--- src/ebs_map.svh ---
// ebs_map.svh: address map, device table and timing constants of the burn sequencer
// assumes a 16-bit control address bus and a 40 MHz clock
`ifndef EBS_MAP_SVH
`define EBS_MAP_SVH
`define EBS_CLK_HZ 40000000
`define EBS_ROM1_LO 16'h0000
`define EBS_ROM1_HI 16'h07FF
`define EBS_ROM2_LO 16'h1000
`define EBS_ROM2_HI 16'h17FF
`define EBS_ROM3_LO 16'h2000
`define EBS_ROM3_HI 16'h27FF
`define EBS_RAM_LO 16'h3000
`define EBS_RAM_HI 16'h3FFF
`define EBS_SCRATCH_AREA_ONE_LO 16'h4000
`define EBS_SCRATCH_AREA_ONE_HI 16'h4FFF
`define EBS_VID_LO 16'h5400
`define EBS_VID_HI 16'h57FF
`define EBS_CFG_LO 16'h5800
`define EBS_CFG_HI 16'h5BFF
`define EBS_CTL_LO 16'h5C00
`define EBS_CTL_HI 16'h5FFF
`define EBS_SOCK_LO 16'h6000
`define EBS_SOCK_HI 16'h6FFF
`define EBS_SCRATCH_AREA_TWO_LO 16'h7000
`define EBS_SCRATCH_AREA_TWO_HI 16'h73FF
`define EBS_SRC_512 16'h3400
`define EBS_SRC_STD 16'h3000
`define EBS_LEN_512 16'h0200
`define EBS_LEN_1K 16'h0400
`define EBS_LEN_2K 16'h0800
`define EBS_LEN_4K 16'h1000
`define EBS_ERASED 8'hFF
`define EBS_PASSES_3RAIL 7'd100
`define EBS_RUN_2K_S 100
`define EBS_PULSE_1RAIL_MS 50
`endif

--- src/ebs_pkg.sv ---
// ebs_pkg.sv: types of the burn sequencer
// assumes nothing beyond the map header
package ebs_pkg;
  typedef enum logic [2:0] {
    EBS_IDLE = 3'b000,
    EBS_BLANK = 3'b001,
    EBS_BURN = 3'b011,
    EBS_VERIFY = 3'b010,
    EBS_COPY = 3'b111,
    EBS_DONE = 3'b110
  } ebs_state_type;
  typedef enum logic [2:0] {
    EBS_DEV_512 = 3'd0,
    EBS_DEV_1K_3R = 3'd1,
    EBS_DEV_2K_3R = 3'd2,
    EBS_DEV_1K = 3'd3,
    EBS_DEV_2K = 3'd4,
    EBS_DEV_4K_A = 3'd5,
    EBS_DEV_4K_B = 3'd6,
    EBS_DEV_OUTBOARD = 3'd7
  } ebs_dev_type;
endpackage

--- src/eprom_burn_sequencer_decode.sv ---
// eprom_burn_sequencer_decode.sv: burn, blank check, verify and copy-in sequencer
// assumes single-cycle RAM reads/writes and socket reads, and a socket burn
// pulse that the outside times and acknowledges with burnDone
//
// Behaviour
// - burn_key copies the type's RAM region into the socket window from 6000.
// - standard burn blank-checks first; any unerased byte fails at once.
// - after burning each byte is compared with RAM up to the first mismatch; pass or fail shown.
// - a full 2k single-supply standard run lasts about 100 seconds before verification.
// - reset powers the socket down; burn_key powers it up again.
// - copy_in_key reads the target into RAM from 3000, then verifies it.
// - block burn writes a chosen source area to any target start address.
// - block burn performs no blank check.
// - block burn verifies only the transferred block, pass or fail.
// - cursor stepping wraps inside its 4k field; only loads leave it.
// - the high address nibble is latched from the data bus and exported.
// - only the lower 32k is decoded; the upper half is left free.
// - roms, ram, scratch areas, video and configurator are decoded by range.
// - control ram at 5C00-5FFF, socket window at 6000-6FFF.
// - the whole socket window stays addressable for every device type.
// - single-supply types get one pulse per byte; three-supply ones 100 passes.
// - blank means every bit reads one.
`timescale 1ns/100ps
`include "ebs_map.svh"
module eprom_burn_sequencer_decode
  import ebs_pkg::*;
(
  input wire logic clk,
  input wire logic rst_b,
  input wire logic burnKey,
  input wire logic copyInKey,
  input wire logic blockMode,
  input wire logic [15:0] blockSrc,
  input wire logic [15:0] blockLen,
  input wire logic [15:0] blockDst,
  input wire logic [2:0] devSelect,
  input wire logic [15:0] outboardLen,
  input wire logic cursorLoad,
  input wire logic [15:0] cursorValue,
  input wire logic cursorUp,
  input wire logic cursorDown,
  output logic [15:0] cursor,
  output logic [15:0] ramAddr,
  output logic ramWrite,
  output logic [7:0] ramWrData,
  input wire logic [7:0] ramRdData,
  output logic [15:0] sockAddr,
  output logic [7:0] sockWrData,
  output logic sockBurn,
  input wire logic burnDone,
  input wire logic [7:0] sockRdData,
  output logic sockPower,
  output logic busy,
  output logic resultPass,
  output logic resultFail,
  input wire logic addrLatch,
  input wire logic [7:0] dataBus,
  input wire logic [11:0] addrLow,
  output logic [3:0] addrHigh,
  output logic selRom,
  output logic selRam,
  output logic selScratchOne,
  output logic selVideo,
  output logic selConfig,
  output logic selControl,
  output logic selSocket,
  output logic selScratchTwo
);
  // 2k burn of 100 s: pulse slot per byte for a 2k part
  localparam longint RUN_CYCLES = longint'(`EBS_RUN_2K_S) * `EBS_CLK_HZ;
  localparam int SLOT_2K = int'(RUN_CYCLES / longint'(`EBS_LEN_2K));

  ebs_state_type state;
  ebs_state_type next_state;
  logic [15:0] index;
  logic [15:0] len;
  logic [15:0] srcBase;
  logic [15:0] dstBase;
  logic [6:0] pass;
  logic isBlock;
  logic isCopy;
  logic pulsing;
  logic doneSeen;
  logic [31:0] slotCount;

  wire keyStart = (burnKey || copyInKey) && (state == EBS_IDLE || state == EBS_DONE);
  wire threeRail = (devSelect == EBS_DEV_1K_3R) || (devSelect == EBS_DEV_2K_3R) ||
    (devSelect == EBS_DEV_512);
  wire [6:0] passTotal = threeRail ? `EBS_PASSES_3RAIL : 7'd1;
  wire [15:0] typeLen = (devSelect == EBS_DEV_512) ? `EBS_LEN_512 :
    (devSelect == EBS_DEV_1K_3R || devSelect == EBS_DEV_1K) ? `EBS_LEN_1K :
    (devSelect == EBS_DEV_2K_3R || devSelect == EBS_DEV_2K) ? `EBS_LEN_2K :
    (devSelect == EBS_DEV_OUTBOARD) ? outboardLen : `EBS_LEN_4K;
  wire [15:0] typeSrc = (devSelect == EBS_DEV_512 || devSelect == EBS_DEV_1K_3R) ?
    `EBS_SRC_512 : `EBS_SRC_STD;
  wire lastIndex = (index + 16'h0001) >= len;
  wire blankBad = sockRdData != `EBS_ERASED;
  wire verifyBad = sockRdData != ramRdData;
  wire slotOver = slotCount >= 32'(SLOT_2K - 1);
  // acknowledge is held until the slot has run out
  wire burnStep = pulsing && (burnDone || doneSeen) && slotOver;

  assign ramAddr = srcBase + index;
  assign sockAddr = dstBase + index;
  assign ramWrData = sockRdData;
  assign ramWrite = (state == EBS_COPY);
  assign sockWrData = ramRdData;
  assign busy = (state != EBS_IDLE) && (state != EBS_DONE);

  always_comb begin
    next_state = state;
    unique case (state)
      EBS_IDLE, EBS_DONE:
        if (keyStart) begin
          if (copyInKey) next_state = EBS_COPY;
          else if (blockMode) next_state = EBS_BURN;
          else next_state = EBS_BLANK;
        end
      EBS_BLANK:
        if (blankBad) next_state = EBS_DONE;
        else if (lastIndex) next_state = EBS_BURN;
      EBS_BURN:
        if (burnStep && lastIndex && (pass + 7'd1 >= passTotal)) next_state = EBS_VERIFY;
      EBS_VERIFY:
        if (verifyBad || lastIndex) next_state = EBS_DONE;
      EBS_COPY:
        if (lastIndex) next_state = EBS_VERIFY;
      default: next_state = EBS_IDLE;
    endcase
  end

  always_ff @(posedge clk or negedge rst_b) begin
    if (!rst_b) state <= EBS_IDLE;
    else state <= next_state;
  end

  always_ff @(posedge clk or negedge rst_b) begin
    if (!rst_b) begin
      index <= 16'h0000;
      len <= 16'h0000;
      srcBase <= 16'h0000;
      dstBase <= 16'h0000;
      pass <= 7'd0;
      isBlock <= 1'b0;
      isCopy <= 1'b0;
    end else if (keyStart) begin
      index <= 16'h0000;
      pass <= 7'd0;
      isCopy <= copyInKey;
      isBlock <= blockMode && !copyInKey;
      len <= (blockMode && !copyInKey) ? blockLen : typeLen;
      srcBase <= (blockMode && !copyInKey) ? blockSrc :
        (copyInKey ? `EBS_SRC_STD : typeSrc);
      dstBase <= (blockMode && !copyInKey) ? blockDst : `EBS_SOCK_LO;
    end else if (state != next_state) begin
      index <= 16'h0000;
    end else if (state == EBS_BURN) begin
      if (burnStep) begin
        index <= lastIndex ? 16'h0000 : index + 16'h0001;
        if (lastIndex) pass <= pass + 7'd1;
      end
    end else if (busy) begin
      index <= index + 16'h0001;
    end
  end

  always_ff @(posedge clk or negedge rst_b) begin
    if (!rst_b) begin
      pulsing <= 1'b0;
      doneSeen <= 1'b0;
      slotCount <= 32'd0;
    end else if (state != EBS_BURN || burnStep) begin
      pulsing <= 1'b0;
      doneSeen <= 1'b0;
      slotCount <= 32'd0;
    end else begin
      pulsing <= 1'b1;
      if (pulsing && burnDone) doneSeen <= 1'b1;
      if (!slotOver) slotCount <= slotCount + 32'd1;
    end
  end
  assign sockBurn = (state == EBS_BURN) && !pulsing;

  always_ff @(posedge clk or negedge rst_b) begin
    if (!rst_b) begin
      sockPower <= 1'b0;
      resultPass <= 1'b0;
      resultFail <= 1'b0;
    end else begin
      if (keyStart) begin
        sockPower <= 1'b1;
        resultPass <= 1'b0;
        resultFail <= 1'b0;
      end else if (state == EBS_BLANK && blankBad) begin
        resultFail <= 1'b1;
      end else if (state == EBS_VERIFY && verifyBad) begin
        resultFail <= 1'b1;
      end else if (state == EBS_VERIFY && lastIndex) begin
        resultPass <= 1'b1;
      end
    end
  end

  always_ff @(posedge clk or negedge rst_b) begin
    if (!rst_b) cursor <= `EBS_RAM_LO;
    else if (cursorLoad) cursor <= cursorValue;
    else if (cursorUp) cursor <= {cursor[15:12], cursor[11:0] + 12'h001};
    else if (cursorDown) cursor <= {cursor[15:12], cursor[11:0] - 12'h001};
  end

  ebs_addr_decode u_decode (
    .clk(clk),
    .rst_b(rst_b),
    .addrLatch(addrLatch),
    .dataBus(dataBus),
    .addrLow(addrLow),
    .addrHigh(addrHigh),
    .fullAddr(),
    .selRom(selRom),
    .selRam(selRam),
    .selScratchOne(selScratchOne),
    .selVideo(selVideo),
    .selConfig(selConfig),
    .selControl(selControl),
    .selSocket(selSocket),
    .selScratchTwo(selScratchTwo)
  );
endmodule

--- src/ebs_addr_decode.sv ---
// ebs_addr_decode.sv: control processor address decoder and high-address latch
// assumes the high nibble appears on the data bus while addrLatch is high
`timescale 1ns/100ps
`include "ebs_map.svh"
module ebs_addr_decode
  import ebs_pkg::*;
(
  input wire logic clk,
  input wire logic rst_b,
  input wire logic addrLatch,
  input wire logic [7:0] dataBus,
  input wire logic [11:0] addrLow,
  output logic [3:0] addrHigh,
  output logic [15:0] fullAddr,
  output logic selRom,
  output logic selRam,
  output logic selScratchOne,
  output logic selVideo,
  output logic selConfig,
  output logic selControl,
  output logic selSocket,
  output logic selScratchTwo
);
  function automatic logic inRange(input logic [15:0] a, input logic [15:0] lo,
                                   input logic [15:0] hi);
    inRange = (a >= lo) && (a <= hi);
  endfunction

  always_ff @(posedge clk or negedge rst_b) begin
    if (!rst_b) begin
      addrHigh <= 4'h0;
    end else if (addrLatch) begin
      addrHigh <= dataBus[7:4];
    end
  end

  assign fullAddr = {addrHigh, addrLow};
  wire lowHalf = ~addrHigh[3];
  assign selRom = lowHalf && (inRange(fullAddr, `EBS_ROM1_LO, `EBS_ROM1_HI) ||
    inRange(fullAddr, `EBS_ROM2_LO, `EBS_ROM2_HI) ||
    inRange(fullAddr, `EBS_ROM3_LO, `EBS_ROM3_HI));
  assign selRam = lowHalf && inRange(fullAddr, `EBS_RAM_LO, `EBS_RAM_HI);
  assign selScratchOne = lowHalf && inRange(fullAddr, `EBS_SCRATCH_AREA_ONE_LO, `EBS_SCRATCH_AREA_ONE_HI);
  assign selVideo = lowHalf && inRange(fullAddr, `EBS_VID_LO, `EBS_VID_HI);
  assign selConfig = lowHalf && inRange(fullAddr, `EBS_CFG_LO, `EBS_CFG_HI);
  assign selControl = lowHalf && inRange(fullAddr, `EBS_CTL_LO, `EBS_CTL_HI);
  // whole window decoded whatever the device type
  assign selSocket = lowHalf && inRange(fullAddr, `EBS_SOCK_LO, `EBS_SOCK_HI);
  assign selScratchTwo = lowHalf && inRange(fullAddr, `EBS_SCRATCH_AREA_TWO_LO, `EBS_SCRATCH_AREA_TWO_HI);
endmodule

--- config.mk ---
export PLATFORM = sky130hd
export DESIGN_NAME = eprom_burn_sequencer_decode
export DESIGN_NICKNAME = d
export VERILOG_FILES = /design/src/ebs_pkg.sv /design/src/eprom_burn_sequencer_decode.sv /design/src/ebs_addr_decode.sv
export VERILOG_INCLUDE_DIRS = /design/src /design/src/src
export SDC_FILE = /design/constraint.sdc
export NUM_CORES = 1
export LEC_CHECK = 0
export ABC_AREA = 1
export BUFFER_PORTS_ARGS = -buffer_cell sky130_fd_sc_hd__clkbuf_2
export CORE_MARGIN = 10
export CORE_UTILIZATION = 48
export CTS_CLUSTER_SIZE = 28
export DETAILED_ROUTE_END_ITERATION = 10
export HOLD_SLACK_MARGIN = 0.02
export PLACE_DENSITY = 0.76
export SYNTH_ARGS = -nofsm -noshare
export SYNTH_HDL_FRONTEND = slang
export SYNTH_SLANG_ARGS = --single-unit
--- constraint.sdc ---
create_clock -name clk -period 8 [get_ports clk]
set_input_delay 1.6 -clock clk [delete_from_list [all_inputs] [get_ports clk]]
set_output_delay 1.6 -clock clk [all_outputs]
set_load 0.05 [all_outputs]
==> results.py, run 1 <==
metrics = {
    "run_status": {
        "status": "finished clean",
    },
    "critical_path": {
        "slowest_stage": "dfrtp_1",
        "critical_path.top_delay_family": "adder cells",
        "path_buf_inv": 2,
        "r2r_slack_ns": 3.76,
        "cpMostUsedCell": "nor2_1",
        "cp.required_ns": 6.40,
        "cp-end-kind": "output port",
        "r2r_cells": 21,
        "slowest_delay_ns": 0.47,
        "worstSetupPathType": "reg -> out",
        "reg2reg_from": "index[1]",
        "worstPathArrival_ns": 3.09,
        "start_kind": "register",
        "crit_chain": "ha_1 > inv_1 > fa_1 > nor3_1 > nor2_1 > o21ai_0 > a21oi_1 > nor2_1 > nor2_1 > o21ai_0 > xor2_1 > clkbuf_2",
        "cp_max_fo": 7,
        "r2r-end": "index[0]",
        "cp_num_cells": 12,
    },
    "floorplan": {
        "row_count": 49,
        "io_pins": 211,
        "die_height_um": 156,
        "core-area_mm2": 0.0181,
        "start_util_pct": 49.2,
        "dieArea_mm2": 0.0244,
        "die_w_um": 156,
    },
    "drt": {
        "drtIter0Drc": 444,
        "wirelength_um": 24700,
        "drt-vias-per-instance": 5.29,
        "route.detailed.wl_per_inst_um": 15.6,
        "vias": 8395,
        "drc": 0,
        "drtAntennaViolNets": 0,
        "drt-pass1-iter-count": 5,
    },
    "yosys": {
        "post-synth-top-count-cell": "nand2_1",
        "ys.flop_type": "dfrtp_1",
        "ys_top_cells_by_area": "dfrtp_1 (36%), nand2_1 (12%), ha_1 (9.0%)",
        "netlist_area_mm2": 0.00892,
        "ys_seq_elements": 131,
        "synthesis.nets": 1367,
        "ys_types": 57,
        "async_flop_share_pct": 100,
        "yosys_warnings": 0,
        "yosysTopAreaCell": "dfrtp_1",
        "syn_inst": 1171,
        "synth_top_area_share_pct": 36.2,
        "synth-seq-area-share_pct": 36.8,
        "synthTopCellsByCount": "nand2_1 (282), inv_1 (132), dfrtp_1 (129)",
        "syn_area_per_cell_um2": 7.62,
        "synth_edf_count": 0,
    },
    "timing": {
        "setup_ws_ns": 3.31,
        "finalCritPeriodShare_pct": 58.6,
        "period_minus_slack_ns": 4.69,
        "hold_viol_final": 0,
        "setup_viol": 0,
        "tightest_slew_ns": 0.946,
        "slew_headroom_pct": 36.9,
        "clock_skew_ns": 0.00835,
        "hold_ws_ns": 0.462,
        "slew_viol_final": 0,
        "final.setup.tns_ns": 0,
        "max_freq_mhz": 213,
        "rsz0062_at_grt": "no",
    },
    "finish": {
        "drive_gt1_share_pct": 18.9,
        "fin_nets": 1540,
        "n_antenna_cell": 0,
        "fill_cells": 1663,
        "area_growth_pct": 18.8,
        "instances_no_fill": 1586,
        "fin_util_pct": 58.4,
        "fin_area_mm2": 0.0106,
    },
    "power_and_ir_drop": {
        "power.density_mw_per_mm2": 321,
        "p_leak_nw": 5.53,
        "power_mw": 3.40,
        "irDropWorstVdd_mv": 0.266,
    },
    "clock_tree": {
        "post_cts_resized": 0,
        "cts_inserted_buffers": 17,
        "cts_hold_buffers": 0,
        "clk_pin_slew_ns": 0.06,
        "cts_tree": "yes",
        "cts_setup_buffers": 0,
        "insertion_delay_ns": 0.42,
        "cts.sinks": 131,
        "root_buffer": "clkbuf_16",
        "htreeDepth": 4,
        "clock_path_buffers": 2,
    },
    "placement": {
        "dpl.cell_count": 1554,
        "port_buffers": 196,
        "post-place-ws_ns": 3.71,
        "place_area_mm2": 0.00996,
        "gp_congestion": 0.921,
        "dpl.hpwl_um": 18900,
    },
    "hold_path": {
        "hp-start": "cursor[12]",
        "hold_class": "reg -> reg",
        "hold_depth": 2,
        "holdPathEnd": "cursor[12]",
    },
    "job": {
        "cap_violations": 0,
    },
    "grt": {
        "grt_pass1_vias": 8386,
        "grt_max_degree": 74,
        "antenna_found_initial": 0,
        "overflow": 0,
        "grt_pass1_wl_um": 40400,
        "grtUsageTotal_pct": 20.1,
    },
}
-- registers in the layout, indices dropped and copies added, names as in the netlist --
signal             count
sockPower              1
pulsing                1
resultFail             1
resultPass             1
dstBase               16
len                   16
pass                   7
slotCount             32
cursor                16
u_decode.addrHigh      4
index                 16
state                  3
doneSeen               1
srcBase               16
-- per-layer routing --
metal / up-vias / track usage, % / share of wire (%) / wire length (um)
li1: 4232 / - / - / -
met1: 3904 / 23.9 / 43 / 10700
met2: 237 / 35.0 / 49 / 12200
met3: 22 / 5.07 / 6.4 / 1580
met4: 0 / 5.84 / 1.1 / 283
met5: - / 0 / 0 / 0
-- cell usage in the layout (no fill, tap or decap), types with 43 or more instances in the layout --
cell type and count:
ha_1 64, dfrtp_1 129, inv_1 132, a21oi_1 71
nor2_1 96, xor2_1 43, nand2_1 282, nand3_1 76
clkbuf_2 195, o21ai_0 52
-- tightest hold or removal path, delay by kind of cell (launching register included) --
kind | cells | cell delay (ns)
simple gates | 2 | 0.09
flops | 1 | 0.37
-- where the power goes --
| group | internal, mW | switching (mW) | leakage (nW) |
|---|---|---|---|
| sequential | 0.826 | 0.113 | 1.71 |
| clock | 0.554 | 0.288 | 0.313 |
| combinational | 0.428 | 1.19 | 3.51 |
| total | 1.81 | 1.60 | 5.53 |
-- cell families after synthesis --
logic type | Yosys count | synth area share, %
AOI/OAI and AO/OA | 190 | 12.3
DFF | 131 | 36.8
xor gates and xnor gates | 63 | 6.27
adders and majority gates | 67 | 9.65
buffers and inverters | 180 | 8.54
muxes | 1 | 0.112
and+or+nand+nor | 539 | 26.3
-- layout make-up --
type / count / area (um^2) / area share, %
multi-input combinational: 860 / 4880 / 46.0
sequential: 131 / 3280 / 30.9
timing repair buffer: 200 / 1010 / 9.56
inverter: 134 / 503 / 4.74
clock buffer: 23 / 488 / 4.60
tap: 229 / 287 / 2.70
clock inverter: 9 / 151 / 1.43
-- how the worst max path moves through the flow --
stage / from / endpoint
floorplan: addrLow[11] / selScratchTwo
global placement: index[0] / sockAddr[12]
detailed placement: index[0] / sockAddr[12]
CTS: index[0] / sockAddr[12]
global route: index[0] / sockAddr[12]
finish: index[0] / sockAddr[12]
Power figures use the tool's default switching activity.
==> run 2: changes to the inputs <==
--- a/config.mk
+++ b/config.mk
@@ -6,14 +6,14 @@
 export SDC_FILE = /design/constraint.sdc
 export NUM_CORES = 1
 export LEC_CHECK = 0
-export ABC_AREA = 1
+export ABC_AREA = 0
 export BUFFER_PORTS_ARGS = -buffer_cell sky130_fd_sc_hd__clkbuf_2
 export CORE_MARGIN = 10
 export CORE_UTILIZATION = 48
 export CTS_CLUSTER_SIZE = 28
 export DETAILED_ROUTE_END_ITERATION = 10
 export HOLD_SLACK_MARGIN = 0.02
-export PLACE_DENSITY = 0.76
+export PLACE_DENSITY = 0.79
 export SYNTH_ARGS = -nofsm -noshare
 export SYNTH_HDL_FRONTEND = slang
 export SYNTH_SLANG_ARGS = --single-unit
==> constraint.sdc (replaced) <==
create_clock -name clk -period 4.1 [get_ports clk]
set_input_delay 0.82 -clock clk [delete_from_list [all_inputs] [get_ports clk]]
set_output_delay 0.82 -clock clk [all_outputs]
set_load 0.05 [all_outputs]
==> results.py, run 2 <==
metrics = {
    "yosys": {
        "async_flop_share_pct": 100,
        "synth_edf_count": 0,
        "ys_top_cells_by_area": "dfrtp_1 (37%), ha_1 (9.1%), nand2_1 (4.7%)",
        "synthesis.nets": 1186,
        "yosysTopAreaCell": "dfrtp_1",
        "ys.flop_type": "dfrtp_1",
        "ys_seq_elements": 131,
        "netlist_area_mm2": 0.00878,
        "syn_inst": 990,
        "yosys_warnings": 0,
        "synth_top_area_share_pct": 36.8,
        "ys_types": 70,
        "syn_area_per_cell_um2": 8.87,
        "synthTopCellsByCount": "dfrtp_1 (129), nand2_1 (110), nor2_1 (74)",
        "post-synth-top-count-cell": "dfrtp_1",
        "synth-seq-area-share_pct": 37.4,
    },
    "power_and_ir_drop": {
        "p_comb_share_pct": 40.0,
        "p_clk_share_pct": 28.9,
        "seq_power_share_pct": 31.1,
        "p_sw_mw": 2.09,
        "internal_power_mw": 3.03,
        "power_mw": 5.12,
        "power.density_mw_per_mm2": 468,
        "p_leak_nw": 5.35,
        "swShare_pct": 40.9,
        "irDropWorstVdd_mv": 0.326,
    },
    "timing": {
        "rsz0062_at_grt": "yes",
        "period_minus_slack_ns": 4.03,
        "tightest_slew_ns": 1.18,
        "slew_viol_final": 0,
        "hold_ws_ns": 0.402,
        "clock_skew_ns": 0.00667,
        "finalCritPeriodShare_pct": 98.4,
        "hold_viol_final": 0,
        "max_freq_mhz": 248,
        "setup_viol": 0,
        "final.setup.tns_ns": 0,
        "slew_headroom_pct": 21.3,
    },
    "grt": {
        "overflow": 0,
        "grt_max_degree": 99,
        "grt_pass1_vias": 7756,
        "grtUsageTotal_pct": 18.8,
        "antenna_found_initial": 1,
        "grt_pass1_wl_um": 37700,
    },
    "drt": {
        "wirelength_um": 23700,
        "drc": 0,
        "drtIter0Drc": 350,
        "drt-vias-per-instance": 5.54,
        "route.detailed.wl_per_inst_um": 16.6,
        "vias": 7910,
        "drt-pass1-iter-count": 5,
        "drtAntennaViolNets": 0,
    },
    "clock_tree": {
        "root_buffer": "clkbuf_16",
        "insertion_delay_ns": 0.42,
        "cts_tree": "yes",
        "cts_inserted_buffers": 17,
        "clk_pin_slew_ns": 0.06,
        "clock_path_buffers": 2,
        "cts.sinks": 131,
        "htreeDepth": 4,
    },
    "critical_path": {
        "crit_start": "index[0]",
        "r2r_cells": 18,
        "r2r_slack_ns": 0.07,
        "r2r-end": "index[11]",
        "reg2reg_from": "index[0]",
        "cp_max_fo": 8,
        "worstSetupPathType": "reg -> reg",
        "worstPathArrival_ns": 4.39,
        "cp.required_ns": 4.45,
        "start_kind": "register",
        "cp-end-kind": "register",
    },
    "finish": {
        "multiInputGateArea_mm2": 0.00529,
        "fin_area_mm2": 0.0109,
        "drive_gt1_share_pct": 27.4,
        "seq_area_mm2": 0.00328,
        "area_growth_pct": 24.6,
        "layout_commonest_cell": "clkbuf_2",
        "fill_cells": 1494,
        "fin_nets": 1382,
        "final_cell_mix": "clkbuf_2 (192), dfrtp_1 (129), nand2_1 (110)",
        "largest_reg_flops": 32,
        "regMostFlops": "slotCount",
        "fin_util_pct": 60.9,
    },
    "floorplan": {
        "io_pins": 211,
        "dieArea_mm2": 0.0241,
        "die_height_um": 155,
        "start_util_pct": 48.9,
        "die_w_um": 155,
        "row_count": 49,
        "core-area_mm2": 0.0180,
    },
    "hold_path": {
        "hold_class": "in -> async",
    },
    "placement": {
        "port_buffers": 196,
        "dpl.hpwl_um": 17500,
        "gp_congestion": 0.891,
        "place_area_mm2": 0.0100,
    },
    "run_status": {
        "status": "finished clean",
    },
    "job": {
        "cap_violations": 0,
    },
}
==> run 2: how the worst max path moves through the flow <==
stage | slack [ns] | endpoint | cells past startpoint
4_1_cts | -0.05 | ramAddr[14] | 14
5_1_grt | -0.11 | index[11] | 19
2_1_floorplan | 0.11 | pass[5] | 18
3_5_place_dp | -0.16 | index[10] | 17
3_3_place_gp | 0.07 | index[10] | 17
6_report | 0.07 | index[11] | 18
==> run 2: stage by stage <==
stage          setup WS (ns)  cells
2_1_floorplan          0.115    990
3_3_place_gp          0.0716   1386
3_5_place_dp          -0.157   1386
4_1_cts              -0.0505   1418
5_1_grt               -0.109   1429
6_report              0.0669   1429
==> run 2: kinds of logic (layout without fill, tap and decap cells) <==
group	count (synthesis)	in the layout	synth area share [%]
AOI/OAI and AO/OA	240	240	17.9
adders and majority gates	67	67	9.80
buffers and inverters	104	313	5.34
other	0	1	0
muxes	17	17	2.11
DFF	131	131	37.4
xor gates and xnor gates	82	82	8.18
and+or+nand+nor	349	349	19.3
==> run 2: what timing repair did <==
item | CTS | global route
pin swaps | 0 | 18
hold buffers | 0 | 0
buffers inserted | 0 | 9
setup endpoints to repair | 21 | 29
cloned | 0 | 1
gates resized for setup | 15 | 50
==> run 2: area by class of cell <==
cell class | count | share of cell area [%]
diodes | 1 | 0.0229
clock buffers | 18 | 4.01
clock inverters | 14 | 1.27
inverters | 49 | 1.68
multi-input cells | 755 | 48.3
flip-flops and latches | 131 | 30.0
well taps | 229 | 2.62
repair buffers | 232 | 12.1
==> run 2: metal layers <==
metal | vias to the layer above | track usage [%] | wire length [um]
li1 | 3901 | - | -
met1 | 3724 | 23.6 | 10400
met2 | 262 | 30.5 | 11200
met3 | 23 | 5.40 | 1700
met4 | 0 | 5.93 | 378
met5 | - | 0 | 0
==> run 2: critical path, stage by stage, from the launching register on <==
cell and delay, ns:
dfrtp_1 0.36, and3_1 0.18, and3_4 0.23, and3_4 0.23, and3_4 0.22, and3_4 0.23, and3_4 0.20, xor2_2 0.18
ha_1 0.27, a21oi_1 0.12, o21ai_0 0.12, a21oi_2 0.17, o211ai_1 0.16, a311oi_2 0.36, o22ai_4 0.17, buf_12 0.17
buf_4 0.15, o311ai_1 0.28, o21a_1 0.18
==> run 2: power by group through the flow <==
| stage | clock network, mW | logic, mW | registers [mW] |
|---|---|---|---|
| floorplan | 0 | 1.28 | 1.72 |
| global placement | 0 | 1.88 | 1.59 |
| detailed placement | 0 | 1.93 | 1.60 |
| CTS | 1.52 | 1.94 | 1.58 |
| global route | 1.58 | 2.23 | 1.62 |
| finish | 1.48 | 2.05 | 1.59 |
